## config.mk

```make
export PLATFORM = sky130hd
export DESIGN_NAME = eirq_top
export DESIGN_NICKNAME = d
export VERILOG_FILES = /design/src/design/eirq_pkg.sv /design/src/design/eirq_top.sv /design/src/design/eirq_pin_capture.sv /design/src/design/eirq_vector_seq.sv
export VERILOG_INCLUDE_DIRS = /design/src /design/src/design
export SDC_FILE = /design/constraint.sdc
export NUM_CORES = 1
export LEC_CHECK = 0
export BUFFER_PORTS_ARGS = -buffer_cell sky130_fd_sc_hd__buf_2
export CAP_MARGIN = 20
export CORE_MARGIN = 8
export CORE_UTILIZATION = 49
export CTS_BUF_LIST = sky130_fd_sc_hd__clkbuf_2
export CTS_CLUSTER_DIAMETER = 100
export DETAILED_ROUTE_END_ITERATION = 8
export GPL_ROUTABILITY_DRIVEN = 0
export PLACE_DENSITY = 0.84
export SYNTH_ARGS = -nofsm -noshare
export SYNTH_HDL_FRONTEND = slang
export SYNTH_SLANG_ARGS = --single-unit
```

## constraint.sdc

```tcl
create_clock -name hclk -period 1.54 [get_ports hclk]
set_input_delay 0.154 -clock hclk [delete_from_list [all_inputs] [get_ports hclk]]
set_output_delay 0.154 -clock hclk [all_outputs]
set_load 0.02 [all_outputs]
```

## src/design/eirq_consts.svh

```systemverilog
`ifndef EIRQ_CONSTS_SVH
`define EIRQ_CONSTS_SVH
// ==========================================================
// register byte offsets (haddr[7:0])
`define EIRQ_OFS_EDGE 8'h00
`define EIRQ_OFS_VLOW 8'h04
`define EIRQ_OFS_ITC 8'h08
`define EIRQ_OFS_VPAGE 8'h0C
`define EIRQ_OFS_STATUS 8'h10
// ==========================================================
// edge control field positions
`define EIRQ_B_MODE_HI 7
`define EIRQ_B_MODE_LO 6
`define EIRQ_A_MODE_HI 5
`define EIRQ_A_MODE_LO 4
`define EIRQ_B_SENSE 3
`define EIRQ_A_SENSE 2
`define EIRQ_DRIVE 1
`define EIRQ_ROUTE 0
// ==========================================================
// reset values and fixed source codes (address lines 4..1)
`define EIRQ_EDGE_RST 8'h00
`define EIRQ_VLOW_RST 3'h0
`define EIRQ_CODE_A 4'h0
`define EIRQ_CODE_B 4'h1
`define EIRQ_HSIZE_WORD 3'h2
`endif

```

## src/design/eirq_pkg.sv

```systemverilog
package eirq_pkg;
	typedef enum logic [1:0] {SEQ_IDLE, SEQ_PUSH, SEQ_RD_LO, SEQ_RD_HI} eirq_seq_e;
	typedef struct packed {
		logic [2:0] sync;
		logic level;
		logic latch;
		logic active;
	} eirq_cap_s;
	typedef struct packed {
		eirq_seq_e state;
		logic [3:0] code;
		logic [7:0] lo;
		logic push_req;
		logic mem_rd;
		logic [15:0] mem_addr;
		logic [15:0] isr_addr;
		logic isr_valid;
		logic busy;
	} eirq_seq_s;
	typedef struct packed {
		logic resp;
		logic hready_out;
		logic [31:0] rdata;
		logic pend;
		logic pend_write;
		logic pend_word;
		logic [7:0] pend_addr;
		logic [1:0] mode_b;
		logic [1:0] mode_a;
		logic drive;
		logic route;
		logic clr_a;
		logic clr_b;
		logic [2:0] vlow;
		logic [1:0] itc_en;
		logic [7:0] vpage;
		logic [2:0] sh_sync;
		logic sh_level;
		logic cd_out;
		logic clk_out;
		logic taken;
		logic [3:0] taken_code;
		logic start;
		logic [3:0] last_code;
		logic [7:0] accept_cnt;
	} eirq_top_s;
endpackage

```

## src/design/eirq_top.sv

```systemverilog
// Summary of operation
// - first pin mode 0x: request is the pin level, active low.
// - first pin mode 10: falling edge sets a latch held until cleared.
// - first pin mode 11: rising edge sets the latch, cleared likewise.
// - writing one to edge bit 2 clears the first pin latch.
// - writing one to bit 3 clears second latch; zeros do nothing.
// - reading bits 3 and 2 returns second and first pin levels.
// - bit 0 routes shared pin as carrier detect or clock; detect always fed.
// - edge polarity may change any time and applies to later edges.
// - requests are sampled at the cpu sample point of each instruction.
// - an inhibiting instruction blocks acceptance right after it.
// - accept only with active request and the global flag; pin requests also need their enable, on-chip ones have none.
// - push return address, then read two bytes; first pin code 00000, 00001.
// - second pin reads use 00010 then 00011 on low address lines.
// - first byte is low, second high of the service address.
// - on-chip sources use the same fetch, differing in address lines 4..1.
// - second pin mode field in bits 7..6 behaves like the first.
// - low vector bits are cleared by reset.
`timescale 1ns/1ps
`default_nettype none
`include "eirq_consts.svh"
module eirq_top (
	input wire logic hclk,
	input wire logic hresetn,
	input wire logic hsel,
	input wire logic [31:0] haddr,
	input wire logic [1:0] htrans,
	input wire logic hwrite,
	input wire logic [2:0] hsize,
	input wire logic [31:0] hwdata,
	input wire logic hready,
	output logic hreadyout,
	output logic [31:0] hrdata,
	output logic hresp,
	input wire logic ext_request_a,
	input wire logic ext_request_b,
	input wire logic carrier_detect_pin,
	input wire logic global_irq_enable_flag,
	input wire logic sample_point,
	input wire logic accept_inhibit,
	input wire logic instr_done,
	input wire logic onchip_req,
	input wire logic [3:0] onchip_code,
	input wire logic push_ack,
	input wire logic mem_ack,
	input wire logic [7:0] mem_rdata,
	output logic drive_reduced,
	output logic carrier_detect_out,
	output logic async_clock_out,
	output logic push_req,
	output logic mem_rd,
	output logic [15:0] mem_addr,
	output logic [15:0] isr_addr,
	output logic isr_valid
);
	eirq_pkg::eirq_top_s r;
	eirq_pkg::eirq_top_s n;
	logic lvl_a;
	logic lvl_b;
	logic act_a;
	logic act_b;
	logic busy;
	logic want_a;
	logic want_b;
	logic addr_take;
	logic wr_edge;
	logic rd_edge;
	logic rd_vlow;

	function automatic logic addr_is(input logic [7:0] a, input logic [7:0] ofs);
		addr_is = (a == ofs);
	endfunction

	// ==========================================================
	// pin capture and vector fetch
	eirq_pin_capture u_cap_a (
		.hclk(hclk),
		.hresetn(hresetn),
		.pin(ext_request_a),
		.mode(r.mode_a),
		.clear(r.clr_a),
		.level(lvl_a),
		.active(act_a)
	);
	eirq_pin_capture u_cap_b (
		.hclk(hclk),
		.hresetn(hresetn),
		.pin(ext_request_b),
		.mode(r.mode_b),
		.clear(r.clr_b),
		.level(lvl_b),
		.active(act_b)
	);
	eirq_vector_seq u_seq (
		.hclk(hclk),
		.hresetn(hresetn),
		.start(r.start),
		.src_code(r.taken_code),
		.vec_page(r.vpage),
		.vec_low(r.vlow),
		.push_ack(push_ack),
		.mem_ack(mem_ack),
		.mem_rdata(mem_rdata),
		.push_req(push_req),
		.mem_rd(mem_rd),
		.mem_addr(mem_addr),
		.isr_addr(isr_addr),
		.isr_valid(isr_valid),
		.busy(busy)
	);

	// ==========================================================
	// decode helpers
	assign addr_take = hsel & htrans[1] & hready;
	assign wr_edge = r.pend & r.pend_write & r.pend_word & addr_is(r.pend_addr, `EIRQ_OFS_EDGE);
	assign rd_edge = r.pend & ~r.pend_write & addr_is(r.pend_addr, `EIRQ_OFS_EDGE);
	assign rd_vlow = r.pend & ~r.pend_write & addr_is(r.pend_addr, `EIRQ_OFS_VLOW);
	// enable bits 1 and 2 of the trap control register gate the pins
	assign want_a = act_a & r.itc_en[0];
	assign want_b = act_b & r.itc_en[1];

	// ==========================================================
	// next state
	always_comb begin
		n = r;
		n.resp = 1'h0;
		n.clr_a = 1'h0;
		n.clr_b = 1'h0;
		n.start = 1'h0;
		// one wait state: read data come from a flop, and a write just
		// before a read is always seen by it
		if (r.pend) begin
			n.pend = 1'h0;
			n.hready_out = 1'h1;
			n.rdata = 32'h0000_0000;
			if (r.pend_write) begin
				if (!r.pend_word) begin
					n.pend = 1'h0;
				end else if (addr_is(r.pend_addr, `EIRQ_OFS_EDGE)) begin
					n.mode_b = hwdata[`EIRQ_B_MODE_HI:`EIRQ_B_MODE_LO];
					n.mode_a = hwdata[`EIRQ_A_MODE_HI:`EIRQ_A_MODE_LO];
					n.clr_b = hwdata[`EIRQ_B_SENSE];
					n.clr_a = hwdata[`EIRQ_A_SENSE];
					n.drive = hwdata[`EIRQ_DRIVE];
					n.route = hwdata[`EIRQ_ROUTE];
				end else if (addr_is(r.pend_addr, `EIRQ_OFS_VLOW)) begin
					n.vlow = hwdata[7:5];
				end else if (addr_is(r.pend_addr, `EIRQ_OFS_ITC)) begin
					n.itc_en = hwdata[2:1];
				end else if (addr_is(r.pend_addr, `EIRQ_OFS_VPAGE)) begin
					n.vpage = hwdata[7:0];
				end
			end else begin
				if (addr_is(r.pend_addr, `EIRQ_OFS_EDGE)) begin
					// sense bits read the pin levels, not the written ones
					n.rdata = {24'h00_0000, r.mode_b, r.mode_a, lvl_b, lvl_a, r.drive, r.route};
				end else if (addr_is(r.pend_addr, `EIRQ_OFS_VLOW)) begin
					n.rdata = {24'h00_0000, r.vlow, 5'h00};
				end else if (addr_is(r.pend_addr, `EIRQ_OFS_ITC)) begin
					n.rdata = {29'h0000_0000, r.itc_en, 1'h0};
				end else if (addr_is(r.pend_addr, `EIRQ_OFS_VPAGE)) begin
					n.rdata = {24'h00_0000, r.vpage};
				end else if (addr_is(r.pend_addr, `EIRQ_OFS_STATUS)) begin
					n.rdata = {16'h0000, r.accept_cnt, r.last_code, busy, r.taken, act_b, act_a};
				end
			end
		end else if (addr_take) begin
			n.pend = 1'h1;
			n.hready_out = 1'h0;
			n.pend_write = hwrite;
			n.pend_word = (hsize == `EIRQ_HSIZE_WORD);
			n.pend_addr = haddr[7:0];
		end

		// shared pin: always feeds carrier detect, clock only while the route bit is clear
		n.sh_sync = {r.sh_sync[1:0], carrier_detect_pin};
		if (r.sh_sync[1] == r.sh_sync[2]) begin
			n.sh_level = r.sh_sync[2];
		end
		n.cd_out = r.sh_level;
		n.clk_out = r.route ? 1'h1 : r.sh_level;

		// instruction end: start the fetch for what was sampled
		if (instr_done && r.taken) begin
			n.start = 1'h1;
			n.taken = 1'h0;
			n.last_code = r.taken_code;
			n.accept_cnt = 8'(r.accept_cnt + 8'h01);
		end
		// sample point of the instruction
		if (sample_point) begin
			n.taken = 1'h0;
			if (!accept_inhibit && global_irq_enable_flag && !busy && !n.start) begin
				if (want_a) begin
					n.taken = 1'h1;
					n.taken_code = `EIRQ_CODE_A;
				end else if (want_b) begin
					n.taken = 1'h1;
					n.taken_code = `EIRQ_CODE_B;
				end else if (onchip_req) begin
					n.taken = 1'h1;
					n.taken_code = onchip_code;
				end
			end
		end
	end

	// ==========================================================
	// state register
	always_ff @(posedge hclk or negedge hresetn) begin
		if (!hresetn) begin
			r <= '0;
			r.hready_out <= 1'h1;
			r.mode_b <= 2'h0;
			r.mode_a <= 2'h0;
			r.drive <= 1'h0;
			r.vlow <= `EIRQ_VLOW_RST;
			r.sh_sync <= 3'h7;
			r.sh_level <= 1'h1;
			r.cd_out <= 1'h1;
			r.clk_out <= 1'h1;
		end else begin
			r <= n;
		end
	end

	assign hreadyout = r.hready_out;
	assign hrdata = r.rdata;
	assign hresp = r.resp;
	assign drive_reduced = r.drive;
	assign carrier_detect_out = r.cd_out;
	assign async_clock_out = r.clk_out;
endmodule
`default_nettype wire

```

## src/design/eirq_pin_capture.sv

```systemverilog
`timescale 1ns/1ps
`default_nettype none
module eirq_pin_capture (
	input wire logic hclk,
	input wire logic hresetn,
	input wire logic pin,
	input wire logic [1:0] mode,
	input wire logic clear,
	output logic level,
	output logic active
);
	eirq_pkg::eirq_cap_s r;
	eirq_pkg::eirq_cap_s n;
	logic fall;
	logic rise;
	logic hit;
	always_comb begin
		n = r;
		n.sync = {r.sync[1:0], pin};
		if (r.sync[1] == r.sync[2]) begin
			n.level = r.sync[2];
		end
		fall = r.level & ~n.level;
		rise = ~r.level & n.level;
		// polarity follows the current mode, so it may change at any time
		hit = mode[1] & (mode[0] ? rise : fall);
		// a new edge beats a clear in the same cycle
		n.latch = hit | (r.latch & ~clear);
		n.active = mode[1] ? n.latch : ~r.level;
	end
	always_ff @(posedge hclk or negedge hresetn) begin
		if (!hresetn) begin
			r <= '0;
			r.sync <= 3'h7;
			r.level <= 1'h1;
		end else begin
			r <= n;
		end
	end
	assign level = r.level;
	assign active = r.active;
endmodule
`default_nettype wire

```

## src/design/eirq_vector_seq.sv

```systemverilog
`timescale 1ns/1ps
`default_nettype none
module eirq_vector_seq (
	input wire logic hclk,
	input wire logic hresetn,
	input wire logic start,
	input wire logic [3:0] src_code,
	input wire logic [7:0] vec_page,
	input wire logic [2:0] vec_low,
	input wire logic push_ack,
	input wire logic mem_ack,
	input wire logic [7:0] mem_rdata,
	output logic push_req,
	output logic mem_rd,
	output logic [15:0] mem_addr,
	output logic [15:0] isr_addr,
	output logic isr_valid,
	output logic busy
);
	eirq_pkg::eirq_seq_s r;
	eirq_pkg::eirq_seq_s n;
	always_comb begin
		n = r;
		n.isr_valid = 1'h0;
		case (r.state)
			eirq_pkg::SEQ_IDLE: if (start) begin
				n.code = src_code;
				n.mem_addr = {vec_page, vec_low, src_code, 1'h0};
				n.push_req = 1'h1; // return address goes first
				n.busy = 1'h1;
				n.state = eirq_pkg::SEQ_PUSH;
			end
			eirq_pkg::SEQ_PUSH: if (push_ack) begin
				n.push_req = 1'h0;
				n.mem_rd = 1'h1;
				n.state = eirq_pkg::SEQ_RD_LO;
			end
			eirq_pkg::SEQ_RD_LO: if (mem_ack) begin
				n.lo = mem_rdata;
				n.mem_addr[0] = 1'h1;
				n.state = eirq_pkg::SEQ_RD_HI;
			end
			eirq_pkg::SEQ_RD_HI: if (mem_ack) begin
				n.mem_rd = 1'h0;
				n.isr_addr = {mem_rdata, r.lo};
				n.isr_valid = 1'h1;
				n.busy = 1'h0;
				n.state = eirq_pkg::SEQ_IDLE;
			end
			default: n.state = eirq_pkg::SEQ_IDLE;
		endcase
	end
	always_ff @(posedge hclk or negedge hresetn) begin
		if (!hresetn) begin
			r <= '0;
		end else begin
			r <= n;
		end
	end
	assign push_req = r.push_req;
	assign mem_rd = r.mem_rd;
	assign mem_addr = r.mem_addr;
	assign isr_addr = r.isr_addr;
	assign isr_valid = r.isr_valid;
	assign busy = r.busy;
endmodule
`default_nettype wire

```

==> flow_metrics.tcl <==
set metrics [dict create \
    r2r-end "r[34]" \
    grt_max_degree 37 \
    min_to "n[22]" \
    synth-main-ff-cell "dfrtp_1" \
    drt_iter0_markers 273 \
    grt_overflow 0 \
    die_area_sq_um 15800 \
    track_usage_pct 18.8 \
    max_freq_ghz 0.585 \
    ys.warnings.count 0 \
    num_io_pins 168 \
    slew_viol_final 0 \
    critPathRequiredTime_ns 2.13 \
    wl_mm 14.6 \
    hold_start "carrier_detect_pin" \
    p_leak_uw 0.00385 \
    crit_path_end_kind "register" \
    antenna_found_initial 0 \
    ys_seq_area_share_pct 56.1 \
    regToRegSetupSlack_ns -0.17 \
    initial_core_util_pct 49.5 \
    fin_skew_ns 0.0178 \
    p_per_area_nw_per_um2 1390 \
    io_buffer_count 101 \
    synthArstFlopShare_pct 100 \
    clock_path_buffers 2 \
    setup_viol 34 \
    synthesis.area_sq_um 5880 \
    regToRegStartpoint "r[45]" \
    cp.arrival_ns 2.30 \
    p_int_uw 7330 \
    antenna_cells 0 \
    clock_insertion_delay_worst_skew_ns 0.70 \
    viasPerCell 5.23 \
    dp_hpwl_mm 9.60 \
    min_path_cells 2 \
    outcome "finished with violations" \
    postRouteAntennaNets 0 \
    ys_types 51 \
    core_region_area_sq_um 11900 \
    cts_made_buffers 17 \
    die_w_microns 126 \
    cts-root-buf "clkbuf_2" \
    die-height_microns 126 \
    violations "setup timing" \
    first_global_vias 4483 \
    p_seq_share_pct 43.1 \
    drcViolationCount 0 \
    final_cell_mix "dfrtp_1, buf_2, buf_4, mux2_2, dlygate4sd3_1" \
    grtUsageMet1_pct 21.6 \
    final_util_pct 65.1 \
    first_pass_iters 5 \
    drv_cap 0 \
    drive_gt1_share_pct 47.5 \
    fin_crit_sh_pct 111 \
    ys_ff_latch 131 \
    grt_util_met2_pct 30.5 \
    routedWlPerCell_microns 18.3 \
    ir_drop_uv 1270 \
    min_path_type "primary input to register" \
    criticalPathCategory "register to register" \
    startpoint_type "register" \
    p_comb_share_pct 30.4 \
    switching_share_pct 31.7 \
    clock_sink_count 131 \
    hold_viol 0 \
    gr-max-usage-layer "met2" \
    worst_pin_slew_ns 0.630 \
    worstPathMaxFanout 5 \
    met3_usage_pct 7.65 \
    syn_inst 467 \
    avgSynthCellArea_sq_um 12.6 \
    final_common_cell "dfrtp_1" \
    finalWorstSetupSlack_ns -0.170 \
    via_count 4161 \
    cts_tree "built" \
    dp_cells 692 \
    relSlewSlack_pct 57.9 \
    fin_cells 796 \
    grt_pass1_wl_mm 23.5 \
    grt_setup_unrepaired "yes" \
    nNetsFinal 737 \
    synth_edf_count 0 \
    p_clk_share_pct 26.4 \
    fin_crit_ns 1.71 \
    area_growth_pct 31.3 \
    clkTransAtPathRegs_ns 0.18 \
    switchingPower_uw 3410 \
    rows 40 \
    h-tree-depth 4 \
    worstRegToRegCells 4 \
]
-- worst max-delay path, cell delays in order, from the launching register on --
cell and delay (ns):
dfrtp_1 0.44, nor3_4 0.27, nand2_4 0.11, or4_4 0.48, mux2_4 0.32
-- logic make-up after synthesis --
| family | Yosys count | share of synthesized area, % |
|---|---|---|
| AOI/OAI and AO/OA | 58 | 6.90 |
| xor gates and xnor gates | 7 | 1.04 |
| adders and majority gates | 8 | 1.58 |
| buffers and inverters | 95 | 10.4 |
| DFF | 131 | 56.1 |
| muxes | 75 | 15.3 |
| other | 1 | 0.0638 |
| and+or+nand+nor | 92 | 8.56 |
-- timing repair --
action                                  4_1_cts  5_1_grt
pin swaps                                     6        9
resized for setup                            22       63
endpoints found under the setup margin       57       67
setup buffers                                 8       16
endpoints found under the hold margin       209        0
hold buffers                                 48        0
-- how the worst max path moves through the flow --
stage          depth (start not counted)   from     to
6_report                               4  r[45]  r[34]
5_1_grt                                4  r[52]  r[34]
4_1_cts                                4  r[45]  r[34]
3_5_place_dp                           4  r[50]  r[34]
3_3_place_gp                           4  r[50]  r[39]
2_1_floorplan                          4  r[50]  r[34]
-- final cells by class --
type | instances | area, sq um
fillers | 827 | 4140
flip-flops and latches | 131 | 3300
inverters | 19 | 71.3
multi-input cells | 257 | 2160
well taps | 147 | 184
clock inverters | 14 | 258
repair buffers | 210 | 1650
clock buffers | 18 | 90.1
-- registers in the layout, indices dropped and copies added (netlist names), 2 cells and up --
name            cells
u_seq.mem_addr     13
u_cap_a.r           2
u_cap_b.n           2
u_cap_b.r           2
r                  50
u_seq.isr_addr     16
hrdata             16
n                   3
u_seq.r            13
u_cap_a.n           2
-- metrics by stage --
| stage | worst slack [ns] | hold WS, ns | instance area [sq um] | setup TNS [ns] | total power, uW |
|---|---|---|---|---|---|
| after global placement | -0.132 | 0.0433 | 6420 | -2.34 | 7010 |
| after global routing | -0.216 | -0.00579 | 7720 | -5.89 | 11300 |
| after floorplan | -0.0965 | -0.142 | 5940 | -0.893 | 6570 |
| final | -0.170 | 0.0830 | 7720 | -2.76 | 10700 |
| after CTS | -0.145 | 0.000659 | 7390 | -2.44 | 10300 |
| after detailed placement | -0.159 | 0.0455 | 6420 | -3.33 | 7190 |
-- cell usage after synthesis, types with 3 or more instances --
library cell / n / share of area [%]
dfrtp_1: 116 / 49
buf_4: 65 / 8.3
mux2_2: 50 / 9.6
nand2_1: 36 / 2.3
inv_1: 19 / 1.2
o21ai_0: 18 / 1.5
mux2_4: 17 / 4.3
nor2_1: 16 / 1.0
dfstp_2: 15 / 6.7
a22o_1: 11 / 1.6
a21oi_1: 7 / 0.60
clkbuf_1: 7 / 0.45
mux2i_1: 6 / 1.0
nand2b_1: 6 / 0.64
ha_1: 5 / 1.1
xnor2_1: 5 / 0.75
a32oi_1: 4 / 0.60
nand3_1: 4 / 0.34
nand4_1: 4 / 0.43
o2bb2ai_1: 4 / 0.60
buf_2: 3 / 0.26
maj3_1: 3 / 0.51
nor2b_1: 3 / 0.32
nor3_4: 3 / 0.83
or3_1: 3 / 0.32
-- layer usage --
metal	vias to the layer above	share of wire [%]
met4	0	2.3
met2	175	50
met3	30	9.9
met5	-	0
met1	2074	38
li1	1882	-
-- power by group through the flow --
stage	sequential (uW)	clock (uW)	combinational, uW
global route	4710	3070	3500
floorplan	4540	0	2020
CTS	4570	2880	2810
detailed placement	4620	0	2570
global placement	4570	0	2440
finish	4630	2840	3270
Power figures use the tool's default switching activity.
